[config.mk]
export PLATFORM = sky130hd
export DESIGN_NAME = ulms_top
export DESIGN_NICKNAME = d
export VERILOG_FILES = /design/src/rtl/ulms_pkg.sv /design/src/rtl/ulms_top.sv
export SDC_FILE = /design/constraint.sdc
export NUM_CORES = 1
export LEC_CHECK = 0
export BUFFER_PORTS_ARGS = -buffer_cell sky130_fd_sc_hd__buf_4
export CAP_MARGIN = 20
export CORE_MARGIN = 2
export CORE_UTILIZATION = 55
export DETAILED_ROUTE_END_ITERATION = 8
export GPL_ROUTABILITY_DRIVEN = 0
export PLACE_DENSITY = 0.68
export SYNTH_ARGS = -nofsm -noshare
export SYNTH_HDL_FRONTEND = slang
export SYNTH_SLANG_ARGS = --single-unit
[constraint.sdc]
create_clock -name sys_clk -period 7.5 [get_ports sys_clk]
set_input_delay 0.375 -clock sys_clk [delete_from_list [all_inputs] [get_ports sys_clk]]
set_output_delay 0.375 -clock sys_clk [all_outputs]
set_load 0.02 [all_outputs]
[src/rtl/ulms_pkg.sv]
package ulms_pkg;
  localparam int ADDR_W = 8;
  localparam int DATA_W = 32;

  localparam logic [7:0] OFS_DATA = 8'h00;
  localparam logic [7:0] OFS_IRQ_EN = 8'h04;
  localparam logic [7:0] OFS_FMT = 8'h0c;
  localparam logic [7:0] OFS_HS_OUT = 8'h10;
  localparam logic [7:0] OFS_HS_IN = 8'h14;
  localparam logic [7:0] OFS_QSTS = 8'h18;
  localparam logic [7:0] OFS_FUNC = 8'h30;

  localparam int FMT_LEN = 0;
  localparam int FMT_STOP = 2;
  localparam int FMT_PE = 3;
  localparam int FMT_EVEN = 4;
  localparam int FMT_STICK = 5;
  localparam int FMT_BRK = 6;
  localparam int FMT_PSS = 7;
  localparam int FMT_TXINV = 8;
  localparam int FMT_RXINV = 9;
  localparam int FMT_W = 10;
  localparam logic [9:0] RST_FMT = 10'h000;

  localparam int DAT_PAR = 8;
  localparam int IE_HS = 3;
  localparam int IE_AUTOFLOW = 12;
  localparam int HO_SOFT = 1;
  localparam int HO_POL = 9;
  localparam int HO_LVL = 13;
  localparam int HI_CHG = 0;
  localparam int HI_LVL = 4;
  localparam int HI_POL = 8;
  localparam int QS_ACT = 31;
  localparam int QS_RECEIVER_IDLE = 29;
  localparam int QS_DRAINED = 28;
  localparam int QS_TXOVF = 24;
  localparam int QS_TX_QUEUE_FULL = 23;
  localparam int QS_TXEMPTY = 22;
  localparam int QS_TXPTR = 16;
  localparam int QS_RXFULL = 15;
  localparam int QS_RXEMPTY = 14;
  localparam int QS_RXPTR = 8;
  localparam int QS_PERR = 4;
  localparam int QS_RXOVF = 0;
  localparam int FS_SEL = 0;
  localparam int FS_DIS = 3;
  localparam int FS_AUTODIR = 4;

  localparam logic [31:0] RST_HS_OUT = 32'h00000200;
  localparam logic [31:0] RST_HS_IN = 32'h00000110;
  localparam logic [31:0] RST_QSTS = 32'hb0404000;

  localparam logic [1:0] FUNC_UART = 2'h0;
  localparam logic [1:0] FUNC_LIN = 2'h1;
  localparam logic [1:0] FUNC_IRDA = 2'h2;
  localparam logic [1:0] FUNC_RS485 = 2'h3;

  localparam logic [4:0] QDEPTH = 5'h10;

  localparam int unsigned CLK_HZ = 25_000_000;
  localparam int unsigned BAUD_HZ = 115_200;
  localparam int unsigned BIT_CYC = CLK_HZ / BAUD_HZ;
  localparam int unsigned HALF_CYC = BIT_CYC / 2;
  localparam logic [9:0] TMR_ONE = 10'h001;
  localparam logic [9:0] BIT_LOAD = 10'(BIT_CYC - 1);
  localparam logic [9:0] HALF_LOAD = 10'(HALF_CYC - 1);
  localparam logic [9:0] STOP15_LOAD = 10'(3 * HALF_CYC - 1);
  localparam logic [9:0] STOP2_LOAD = 10'(2 * BIT_CYC - 1);

  typedef enum logic [2:0] {
    TX_IDLE = 3'b000,
    TX_START = 3'b001,
    TX_DATA = 3'b010,
    TX_PAR = 3'b011,
    TX_STOP = 3'b100
  } ulms_tx_state_t;

  typedef enum logic [2:0] {
    RX_IDLE = 3'b000,
    RX_START = 3'b001,
    RX_DATA = 3'b010,
    RX_PAR = 3'b011,
    RX_STOP = 3'b100
  } ulms_rx_state_t;
endpackage

[src/rtl/ulms_top.sv]
// Our own choice: strobed register access.
`timescale 1ns/100ps
module ulms_top (
  input wire logic sys_clk,
  input wire logic reset,
  input wire logic [ulms_pkg::ADDR_W-1:0] reg_addr,
  input wire logic [ulms_pkg::DATA_W-1:0] reg_wdata,
  input wire logic reg_wr,
  input wire logic reg_rd,
  output logic [ulms_pkg::DATA_W-1:0] reg_rdata,
  output logic tx_line,
  input wire logic rx_line,
  output logic req_send_pin,
  input wire logic clear_send_pin,
  output logic modem_irq
);
  import ulms_pkg::*;

  typedef struct packed {
    logic [FMT_W-1:0] fmt;
    logic irq_en_hs;
    logic auto_flow_en;
    logic [1:0] func;
    logic ctl_dis;
    logic auto_dir_en;
    logic rts_soft;
    logic rts_pol;
    logic cts_pol;
    logic cts_lvl;
    logic cts_chg;
    logic tx_ovf;
    logic rx_ovf;
    logic par_err;
    logic [15:0][8:0] txq;
    logic [3:0] tx_wp;
    logic [3:0] tx_rp;
    logic [4:0] tx_cnt;
    logic [15:0][8:0] rxq;
    logic [3:0] rx_wp;
    logic [3:0] rx_rp;
    logic [4:0] rx_cnt;
    ulms_tx_state_t tx_st;
    logic [9:0] tx_tmr;
    logic [2:0] tx_bit;
    logic [7:0] tx_sh;
    logic tx_par;
    ulms_rx_state_t rx_st;
    logic [9:0] rx_tmr;
    logic [2:0] rx_bit;
    logic [7:0] rx_sh;
    logic rx_par;
    logic tx_line;
    logic rts_pin;
    logic irq;
    logic [31:0] rdata;
  } ulms_state_t;

  ulms_state_t state_ff;
  ulms_state_t nxt_state;
  logic link_act;

  function automatic logic [3:0] char_bits(input logic [1:0] len);
    return {2'h0, len} + 4'h5;
  endfunction

  function automatic logic [7:0] keep_bits(input logic [7:0] d, input logic [1:0] len);
    return d & (8'hff >> (2'h3 - len));
  endfunction

  // Software source passes its bit through, so a receive compare never fails
  function automatic logic par_bit(input logic [7:0] d, input logic [FMT_W-1:0] f, input logic sw);
    if (f[FMT_PSS]) begin
      return sw;
    end
    if (f[FMT_STICK]) begin
      return ~f[FMT_EVEN];
    end
    return f[FMT_EVEN] ? ^d : ~^d;
  endfunction

  // Only idle-with-disable drops the active status
  assign link_act = !(state_ff.ctl_dis && state_ff.tx_st == TX_IDLE && state_ff.rx_st == RX_IDLE);

  always_comb begin
    logic inv_ok;
    logic rx_in;
    logic tx_raw;
    logic tx_tick;
    logic rx_tick;
    logic tx_push;
    logic tx_pop;
    logic rx_push;
    logic rx_pop;
    logic req_act;
    logic [9:0] stop_load;
    logic [7:0] rx_word;
    logic [31:0] qsts;
    inv_ok = 1'b0;
    rx_in = 1'b1;
    tx_raw = 1'b1;
    tx_tick = 1'b0;
    rx_tick = 1'b0;
    tx_push = 1'b0;
    tx_pop = 1'b0;
    rx_push = 1'b0;
    rx_pop = 1'b0;
    req_act = 1'b0;
    stop_load = BIT_LOAD;
    rx_word = 8'h00;
    qsts = 32'h00000000;
    nxt_state = state_ff;
    nxt_state.rdata = 32'h00000000;

    inv_ok = state_ff.func != FUNC_IRDA;
    rx_in = rx_line ^ (inv_ok & state_ff.fmt[FMT_RXINV]);
    tx_push = reg_wr && reg_addr == OFS_DATA && state_ff.tx_cnt != QDEPTH;
    rx_pop = reg_rd && reg_addr == OFS_DATA && state_ff.rx_cnt != 5'h00;
    if (state_ff.fmt[FMT_STOP]) begin
      stop_load = (state_ff.fmt[FMT_LEN +: 2] == 2'h0) ? STOP15_LOAD : STOP2_LOAD;
    end

    if (reg_wr) begin
      case (reg_addr)
        OFS_IRQ_EN: begin
          nxt_state.irq_en_hs = reg_wdata[IE_HS];
          nxt_state.auto_flow_en = reg_wdata[IE_AUTOFLOW];
        end
        OFS_FMT: nxt_state.fmt = reg_wdata[FMT_W-1:0];
        OFS_HS_OUT: begin
          nxt_state.rts_soft = reg_wdata[HO_SOFT];
          nxt_state.rts_pol = reg_wdata[HO_POL];
        end
        OFS_HS_IN: begin
          nxt_state.cts_pol = reg_wdata[HI_POL];
          nxt_state.cts_chg = state_ff.cts_chg & ~reg_wdata[HI_CHG];
        end
        OFS_QSTS: begin
          nxt_state.tx_ovf = state_ff.tx_ovf & ~reg_wdata[QS_TXOVF];
          nxt_state.rx_ovf = state_ff.rx_ovf & ~reg_wdata[QS_RXOVF];
          nxt_state.par_err = state_ff.par_err & ~reg_wdata[QS_PERR];
        end
        OFS_FUNC: begin
          nxt_state.func = reg_wdata[FS_SEL +: 2];
          nxt_state.ctl_dis = reg_wdata[FS_DIS];
          nxt_state.auto_dir_en = reg_wdata[FS_AUTODIR];
        end
        default: begin
        end
      endcase
    end
    // Overflow set after the clear so it wins
    if (reg_wr && reg_addr == OFS_DATA && state_ff.tx_cnt == QDEPTH) begin
      nxt_state.tx_ovf = 1'b1;
    end

    // Transmitter
    tx_tick = state_ff.tx_tmr == 10'h000;
    if (!tx_tick) begin
      nxt_state.tx_tmr = state_ff.tx_tmr - TMR_ONE;
    end
    unique case (state_ff.tx_st)
      TX_IDLE: begin
        if (state_ff.tx_cnt != 5'h00 && !state_ff.ctl_dis) begin
          tx_pop = 1'b1;
          nxt_state.tx_sh = keep_bits(state_ff.txq[state_ff.tx_rp][7:0], state_ff.fmt[FMT_LEN +: 2]);
          nxt_state.tx_par = par_bit(nxt_state.tx_sh, state_ff.fmt, state_ff.txq[state_ff.tx_rp][DAT_PAR]);
          nxt_state.tx_st = TX_START;
          nxt_state.tx_tmr = BIT_LOAD;
        end
      end
      TX_START: begin
        tx_raw = 1'b0;
        if (tx_tick) begin
          nxt_state.tx_st = TX_DATA;
          nxt_state.tx_bit = 3'h0;
          nxt_state.tx_tmr = BIT_LOAD;
        end
      end
      TX_DATA: begin
        tx_raw = state_ff.tx_sh[0];
        if (tx_tick) begin
          nxt_state.tx_sh = {1'b0, state_ff.tx_sh[7:1]};
          nxt_state.tx_bit = state_ff.tx_bit + 3'h1;
          nxt_state.tx_tmr = BIT_LOAD;
          if ({1'b0, state_ff.tx_bit} == char_bits(state_ff.fmt[FMT_LEN +: 2]) - 4'h1) begin
            if (state_ff.fmt[FMT_PE]) begin
              nxt_state.tx_st = TX_PAR;
            end else begin
              nxt_state.tx_st = TX_STOP;
              nxt_state.tx_tmr = stop_load;
            end
          end
        end
      end
      TX_PAR: begin
        tx_raw = state_ff.tx_par;
        if (tx_tick) begin
          nxt_state.tx_st = TX_STOP;
          nxt_state.tx_tmr = stop_load;
        end
      end
      TX_STOP: begin
        if (tx_tick) begin
          nxt_state.tx_st = TX_IDLE;
        end
      end
      default: nxt_state.tx_st = TX_IDLE;
    endcase
    // Break acts on the pin only, the shifter keeps going
    nxt_state.tx_line = state_ff.fmt[FMT_BRK] ? 1'b0 : tx_raw ^ (inv_ok & state_ff.fmt[FMT_TXINV]);

    // Receiver, sampling at mid-bit; no framing check here
    rx_tick = state_ff.rx_tmr == 10'h000;
    if (!rx_tick) begin
      nxt_state.rx_tmr = state_ff.rx_tmr - TMR_ONE;
    end
    rx_word = {rx_in, state_ff.rx_sh[7:1]};
    unique case (state_ff.rx_st)
      RX_IDLE: begin
        if (!rx_in && !state_ff.ctl_dis) begin
          nxt_state.rx_st = RX_START;
          nxt_state.rx_tmr = HALF_LOAD;
        end
      end
      RX_START: begin
        if (rx_tick) begin
          nxt_state.rx_st = rx_in ? RX_IDLE : RX_DATA;
          nxt_state.rx_bit = 3'h0;
          nxt_state.rx_tmr = BIT_LOAD;
        end
      end
      RX_DATA: begin
        if (rx_tick) begin
          nxt_state.rx_sh = rx_word;
          nxt_state.rx_bit = state_ff.rx_bit + 3'h1;
          nxt_state.rx_tmr = BIT_LOAD;
          if ({1'b0, state_ff.rx_bit} == char_bits(state_ff.fmt[FMT_LEN +: 2]) - 4'h1) begin
            nxt_state.rx_sh = rx_word >> (4'h8 - char_bits(state_ff.fmt[FMT_LEN +: 2]));
            nxt_state.rx_st = state_ff.fmt[FMT_PE] ? RX_PAR : RX_STOP;
          end
        end
      end
      RX_PAR: begin
        if (rx_tick) begin
          nxt_state.rx_par = rx_in;
          nxt_state.rx_st = RX_STOP;
          nxt_state.rx_tmr = BIT_LOAD;
        end
      end
      RX_STOP: begin
        if (rx_tick) begin
          rx_push = 1'b1;
          nxt_state.rx_st = RX_IDLE;
          if (state_ff.fmt[FMT_PE] && state_ff.rx_par != par_bit(state_ff.rx_sh, state_ff.fmt, state_ff.rx_par)) begin
            nxt_state.par_err = 1'b1;
          end
        end
      end
      default: nxt_state.rx_st = RX_IDLE;
    endcase

    // Queues
    if (tx_push) begin
      nxt_state.txq[state_ff.tx_wp] = reg_wdata[8:0];
      nxt_state.tx_wp = state_ff.tx_wp + 4'h1;
    end
    if (tx_pop) begin
      nxt_state.tx_rp = state_ff.tx_rp + 4'h1;
    end
    nxt_state.tx_cnt = state_ff.tx_cnt + {4'h0, tx_push} - {4'h0, tx_pop};
    if (rx_push && state_ff.rx_cnt == QDEPTH) begin
      nxt_state.rx_ovf = 1'b1;
      rx_push = 1'b0;
    end
    if (rx_push) begin
      nxt_state.rxq[state_ff.rx_wp] = {state_ff.fmt[FMT_PE] & state_ff.fmt[FMT_PSS] & state_ff.rx_par,
                                       state_ff.rx_sh};
      nxt_state.rx_wp = state_ff.rx_wp + 4'h1;
    end
    if (rx_pop) begin
      nxt_state.rx_rp = state_ff.rx_rp + 4'h1;
    end
    nxt_state.rx_cnt = state_ff.rx_cnt + {4'h0, rx_push} - {4'h0, rx_pop};

    // Handshake lines; pin taken as already synchronous
    nxt_state.cts_lvl = clear_send_pin;
    if (clear_send_pin != state_ff.cts_lvl) begin
      nxt_state.cts_chg = 1'b1;
    end
    nxt_state.irq = nxt_state.cts_chg & nxt_state.irq_en_hs;
    if (state_ff.func == FUNC_UART && state_ff.auto_flow_en) begin
      req_act = state_ff.rx_cnt != QDEPTH;
    end else if (state_ff.func == FUNC_RS485 && state_ff.auto_dir_en) begin
      req_act = state_ff.tx_st != TX_IDLE || state_ff.tx_cnt != 5'h00;
    end else begin
      req_act = !state_ff.rts_soft;
    end
    nxt_state.rts_pin = state_ff.rts_pol ? !req_act : req_act;

    // Read data, one cycle after the strobe
    qsts[QS_ACT] = link_act;
    qsts[QS_RECEIVER_IDLE] = state_ff.rx_st == RX_IDLE;
    qsts[QS_DRAINED] = state_ff.tx_cnt == 5'h00 && state_ff.tx_st == TX_IDLE;
    qsts[QS_TXOVF] = state_ff.tx_ovf;
    qsts[QS_TX_QUEUE_FULL] = state_ff.tx_cnt == QDEPTH;
    qsts[QS_TXEMPTY] = state_ff.tx_cnt == 5'h00;
    qsts[QS_TXPTR +: 6] = {2'h0, state_ff.tx_cnt[3:0]};
    qsts[QS_RXFULL] = state_ff.rx_cnt == QDEPTH;
    qsts[QS_RXEMPTY] = state_ff.rx_cnt == 5'h00;
    qsts[QS_RXPTR +: 6] = {2'h0, state_ff.rx_cnt[3:0]};
    qsts[QS_PERR] = state_ff.par_err;
    qsts[QS_RXOVF] = state_ff.rx_ovf;
    if (reg_rd) begin
      case (reg_addr)
        OFS_DATA: begin
          if (state_ff.rx_cnt != 5'h00) begin
            nxt_state.rdata = {23'h0, state_ff.rxq[state_ff.rx_rp]};
          end
        end
        OFS_IRQ_EN: begin
          nxt_state.rdata[IE_HS] = state_ff.irq_en_hs;
          nxt_state.rdata[IE_AUTOFLOW] = state_ff.auto_flow_en;
        end
        OFS_FMT: nxt_state.rdata[FMT_W-1:0] = state_ff.fmt;
        OFS_HS_OUT: begin
          nxt_state.rdata[HO_SOFT] = state_ff.rts_soft;
          nxt_state.rdata[HO_POL] = state_ff.rts_pol;
          nxt_state.rdata[HO_LVL] = state_ff.rts_pin;
        end
        OFS_HS_IN: begin
          nxt_state.rdata[HI_CHG] = state_ff.cts_chg;
          nxt_state.rdata[HI_LVL] = state_ff.cts_lvl;
          nxt_state.rdata[HI_POL] = state_ff.cts_pol;
        end
        OFS_QSTS: nxt_state.rdata = qsts;
        OFS_FUNC: begin
          nxt_state.rdata[FS_SEL +: 2] = state_ff.func;
          nxt_state.rdata[FS_DIS] = state_ff.ctl_dis;
          nxt_state.rdata[FS_AUTODIR] = state_ff.auto_dir_en;
        end
        default: nxt_state.rdata = 32'h00000000;
      endcase
    end
  end

  always_ff @(posedge sys_clk) begin
    if (reset) begin
      state_ff <= '0;
      state_ff.fmt <= RST_FMT;
      state_ff.rts_pol <= RST_HS_OUT[HO_POL];
      state_ff.cts_pol <= RST_HS_IN[HI_POL];
      state_ff.cts_lvl <= RST_HS_IN[HI_LVL];
      state_ff.tx_line <= 1'b1;
    end else begin
      state_ff <= nxt_state;
    end
  end

  assign reg_rdata = state_ff.rdata;
  assign tx_line = state_ff.tx_line;
  assign req_send_pin = state_ff.rts_pin;
  assign modem_irq = state_ff.irq;
endmodule // ulms_top
==> qor.yml <==
die:
  pin_count: 81
  die_y_um: 192
  row_count: 68
  core_mm2: 0.0346
  die_width_um: 192
  start_util_pct: 55.9
  dieArea_mm2: 0.0367
layout:
  syn_to_final_growth_pct: 8.68
  layout_common_cells: "dfxtp_1 (415), nand2_1 (293), a21oi_1 (258)"
  nets: 2189
  fillers: 2970
  layout.cells.non_filler: 2599
  seq_area_mm2: 0.00835
  insertedDiodeCount: 0
  layout_commonest_cell: "dfxtp_1"
  final_util_pct: 60.8
  multi_input_area_mm2: 0.00993
  drive_gt1_share_pct: 11.2
worst_hold_path:
  min_path_cells: 2
  hold_path_class: "primary input to flip-flop"
  hold_end: "state_ff[403]$_SDFF_PP1_"
  hp-start: "clear_send_pin"
worst_setup_path:
  cp_top_family: "flip-flops"
  reg2reg_depth: 8
  slowest_delay_ns: 0.94
  r2r-end: "state_ff[60]$_SDFFE_PP0P_"
  crit_arrival_ns: 4.45
  endpoint_kind: "flip-flop"
  crit_type: "flip-flop to flip-flop"
  r2r-start: "state_ff[247]$_SDFFE_PP0P_"
  regToRegSetupSlack_ns: 3.51
  cp.buffers_inverters: 1
  slowest_stage: "dfxtp_2"
  crit_required_ns: 7.97
  path_max_fanout: 25
  critPathLaunchType: "flip-flop"
  crit_chain: "buf_4, mux4_1, a211oi_1, a211oi_1, xnor3_1, xnor3_1, mux2i_1, o31a_1"
sta:
  max_freq_ghz: 0.251
  period_minus_slack_ns: 3.99
  period_share_pct: 53.1
  layout_setup_ws_ns: 3.51
  fin_skew_ns: 0.0280
  fin_tns_setup_ns: 0
  final_hold_viol_count: 0
  slew_viol_final: 0
  rsz0062_at_grt: "no"
  max_slew_margin_pct: 27.1
  final-setup-viol-count: 0
  tightest_slew_ns: 1.09
power_and_ir_drop:
  intPower_mw: 3.88
  p_switching_mw: 1.46
  peakVddDrop_mv: 0.217
  p_seq_share_pct: 44.5
  pwr-share-comb_pct: 14.2
  clkPwrFrac_pct: 41.3
  p_per_area_mw_per_mm2: 253
  switching_share_pct: 27.4
  p_leak_nw: 7.65
synth:
  synthCells: 2200
  syn-cell-area_mm2: 0.0194
  synth_flop_cell: "dfxtp_1"
  synth_seq_cells: 417
  synth.avg_cell_area_um2: 8.80
  ys_warn_count: 0
  synth.distinct_cells: 63
  synth_edf_count: 0
  async_flop_share_pct: 0
  yosysSeqAreaShare_pct: 43.1
cts:
  clkSinkCount: 417
  ctsHtreeMaxLevel: 2
  ctsResizeCount: 0
  clkLatencyLatePin_ns: 0.58
  clk_pin_slew_ns: 0.07
  postCtsSetupRepairBufs: 0
  cts_buffer_depth: 3
  root_buffer: "clkbuf_16"
  cts_hold_buf: 0
  cts_tree: "built"
  cts_inserted_buffers: 44
route:
  vias: 15611
  drtIter0Drc: 1407
  routed-wl-met3_um: 3710
  via_per_inst: 6.01
  ant_nets: 0
  highest-signal-layer: "met4"
  wl_met1_um: 21600
  drc_errors: 0
  first_pass_iters: 6
  finalWirelength_um: 49600
  route.met2.wl_um: 23000
  avgRoutedWirePerCell_um: 19.1
placed_design:
  portBuffers: 54
  placedCellCount: 2520
  pre_cts_slack_ns: 3.53
  hpwl_um: 30600
grt:
  antenna_found_initial: 0
  grt_overflow: 0
  track_usage_pct: 27.0
  grt_pass1_wl_um: 78800
  grt_pass1_vias: 14710
  grt_max_degree: 249
run:
  cap_violations: 0
outcome:
  outcome: "completed"
## metal layers
| metal | up-vias | GRT usage, % |
|---|---|---|
| met5 | - | 0 |
| met4 | 0 | 8.08 |
| met3 | 68 | 5.06 |
| met2 | 513 | 43.3 |
| met1 | 7564 | 37.2 |
| li1 | 7466 | - |
## how the worst max path moves through the flow
stage / from / end / slack, ns / depth (start not counted)
floorplan: state_ff[51]$_SDFF_PP0_ / state_ff[89]$_SDFF_PP0_ / 4.31 / 16
global placement: state_ff[247]$_SDFFE_PP0P_ / state_ff[60]$_SDFFE_PP0P_ / 3.58 / 8
detailed placement: state_ff[247]$_SDFFE_PP0P_ / state_ff[60]$_SDFFE_PP0P_ / 3.53 / 8
CTS: state_ff[247]$_SDFFE_PP0P_ / state_ff[60]$_SDFFE_PP0P_ / 3.51 / 8
global route: state_ff[247]$_SDFFE_PP0P_ / state_ff[60]$_SDFFE_PP0P_ / 3.30 / 8
finish: state_ff[247]$_SDFFE_PP0P_ / state_ff[60]$_SDFFE_PP0P_ / 3.51 / 8
## layout make-up
| cell class | instances | share of cell area (%) |
|---|---|---|
| Timing Repair Buffer | 81 | 2.98 |
| Clock buffer | 63 | 5.95 |
| Inverter | 30 | 0.535 |
| Tap cell | 455 | 2.71 |
| Clock inverter | 16 | 0.928 |
| Sequential cell | 417 | 39.7 |
| Multi-Input combinational cell | 1537 | 47.2 |
## per-stage QoR
step / cell area (µm²) / hold slack [ns] / total power, mW
global route: 21000 / 0.0137 / 5.54
CTS: 21000 / 0.00787 / 5.36
finish: 21000 / 0.0316 / 5.33
detailed placement: 19600 / 0.446 / 3.17
floorplan: 19400 / 0.431 / 3.00
global placement: 19600 / 0.439 / 3.15
## logic make-up after synthesis
group	Yosys count	synth area share (%)
flops	417	43.1
other cells	1	0.0194
xor+xnor	45	2.18
fa+ha+maj	32	2.15
simple gates	747	16.9
buf+inv	251	5.69
mux	226	16.1
compound gates	481	13.9
## Yosys cell counts, types with 10 or more instances
| cell | instances | area, µm² |
|---|---|---|
| a211oi_1 | 16 | 120 |
| a21oi_1 | 258 | 1290 |
| a22oi_1 | 20 | 150 |
| and2_1 | 14 | 87.6 |
| and3_1 | 13 | 81.3 |
| buf_1 | 12 | 45.0 |
| buf_2 | 10 | 50.1 |
| buf_4 | 33 | 248 |
| clkbuf_1 | 163 | 612 |
| dfxtp_1 | 417 | 8350 |
| ha_1 | 30 | 375 |
| inv_1 | 28 | 105 |
| mux2i_1 | 152 | 1520 |
| mux4_2 | 60 | 1350 |
| nand2_1 | 293 | 1100 |
| nand2b_1 | 15 | 93.8 |
| nand3_1 | 106 | 531 |
| nor2_1 | 215 | 807 |
| nor2_2 | 11 | 68.8 |
| nor2b_1 | 18 | 113 |
| nor3_1 | 22 | 110 |
| o21ai_0 | 129 | 646 |
| or3_1 | 10 | 62.6 |
| xnor2_1 | 26 | 228 |
| xor2_1 | 17 | 149 |
## sequential cells by signal, indices dropped and copies added (netlist names)
name	count
req_send_pin	1
state_ff	388
reg_rdata	26
tx_line	1
modem_irq	1
## power by group through the flow
stage	logic (mW)	registers, mW	clock network [mW]
after detailed placement	0.747	2.42	0
after floorplan	0.630	2.37	0
final	0.759	2.37	2.20
after global placement	0.727	2.42	0
after CTS	0.754	2.37	2.24
after global routing	0.838	2.39	2.31
No activity file was read; power rests on OpenSTA's default activity.
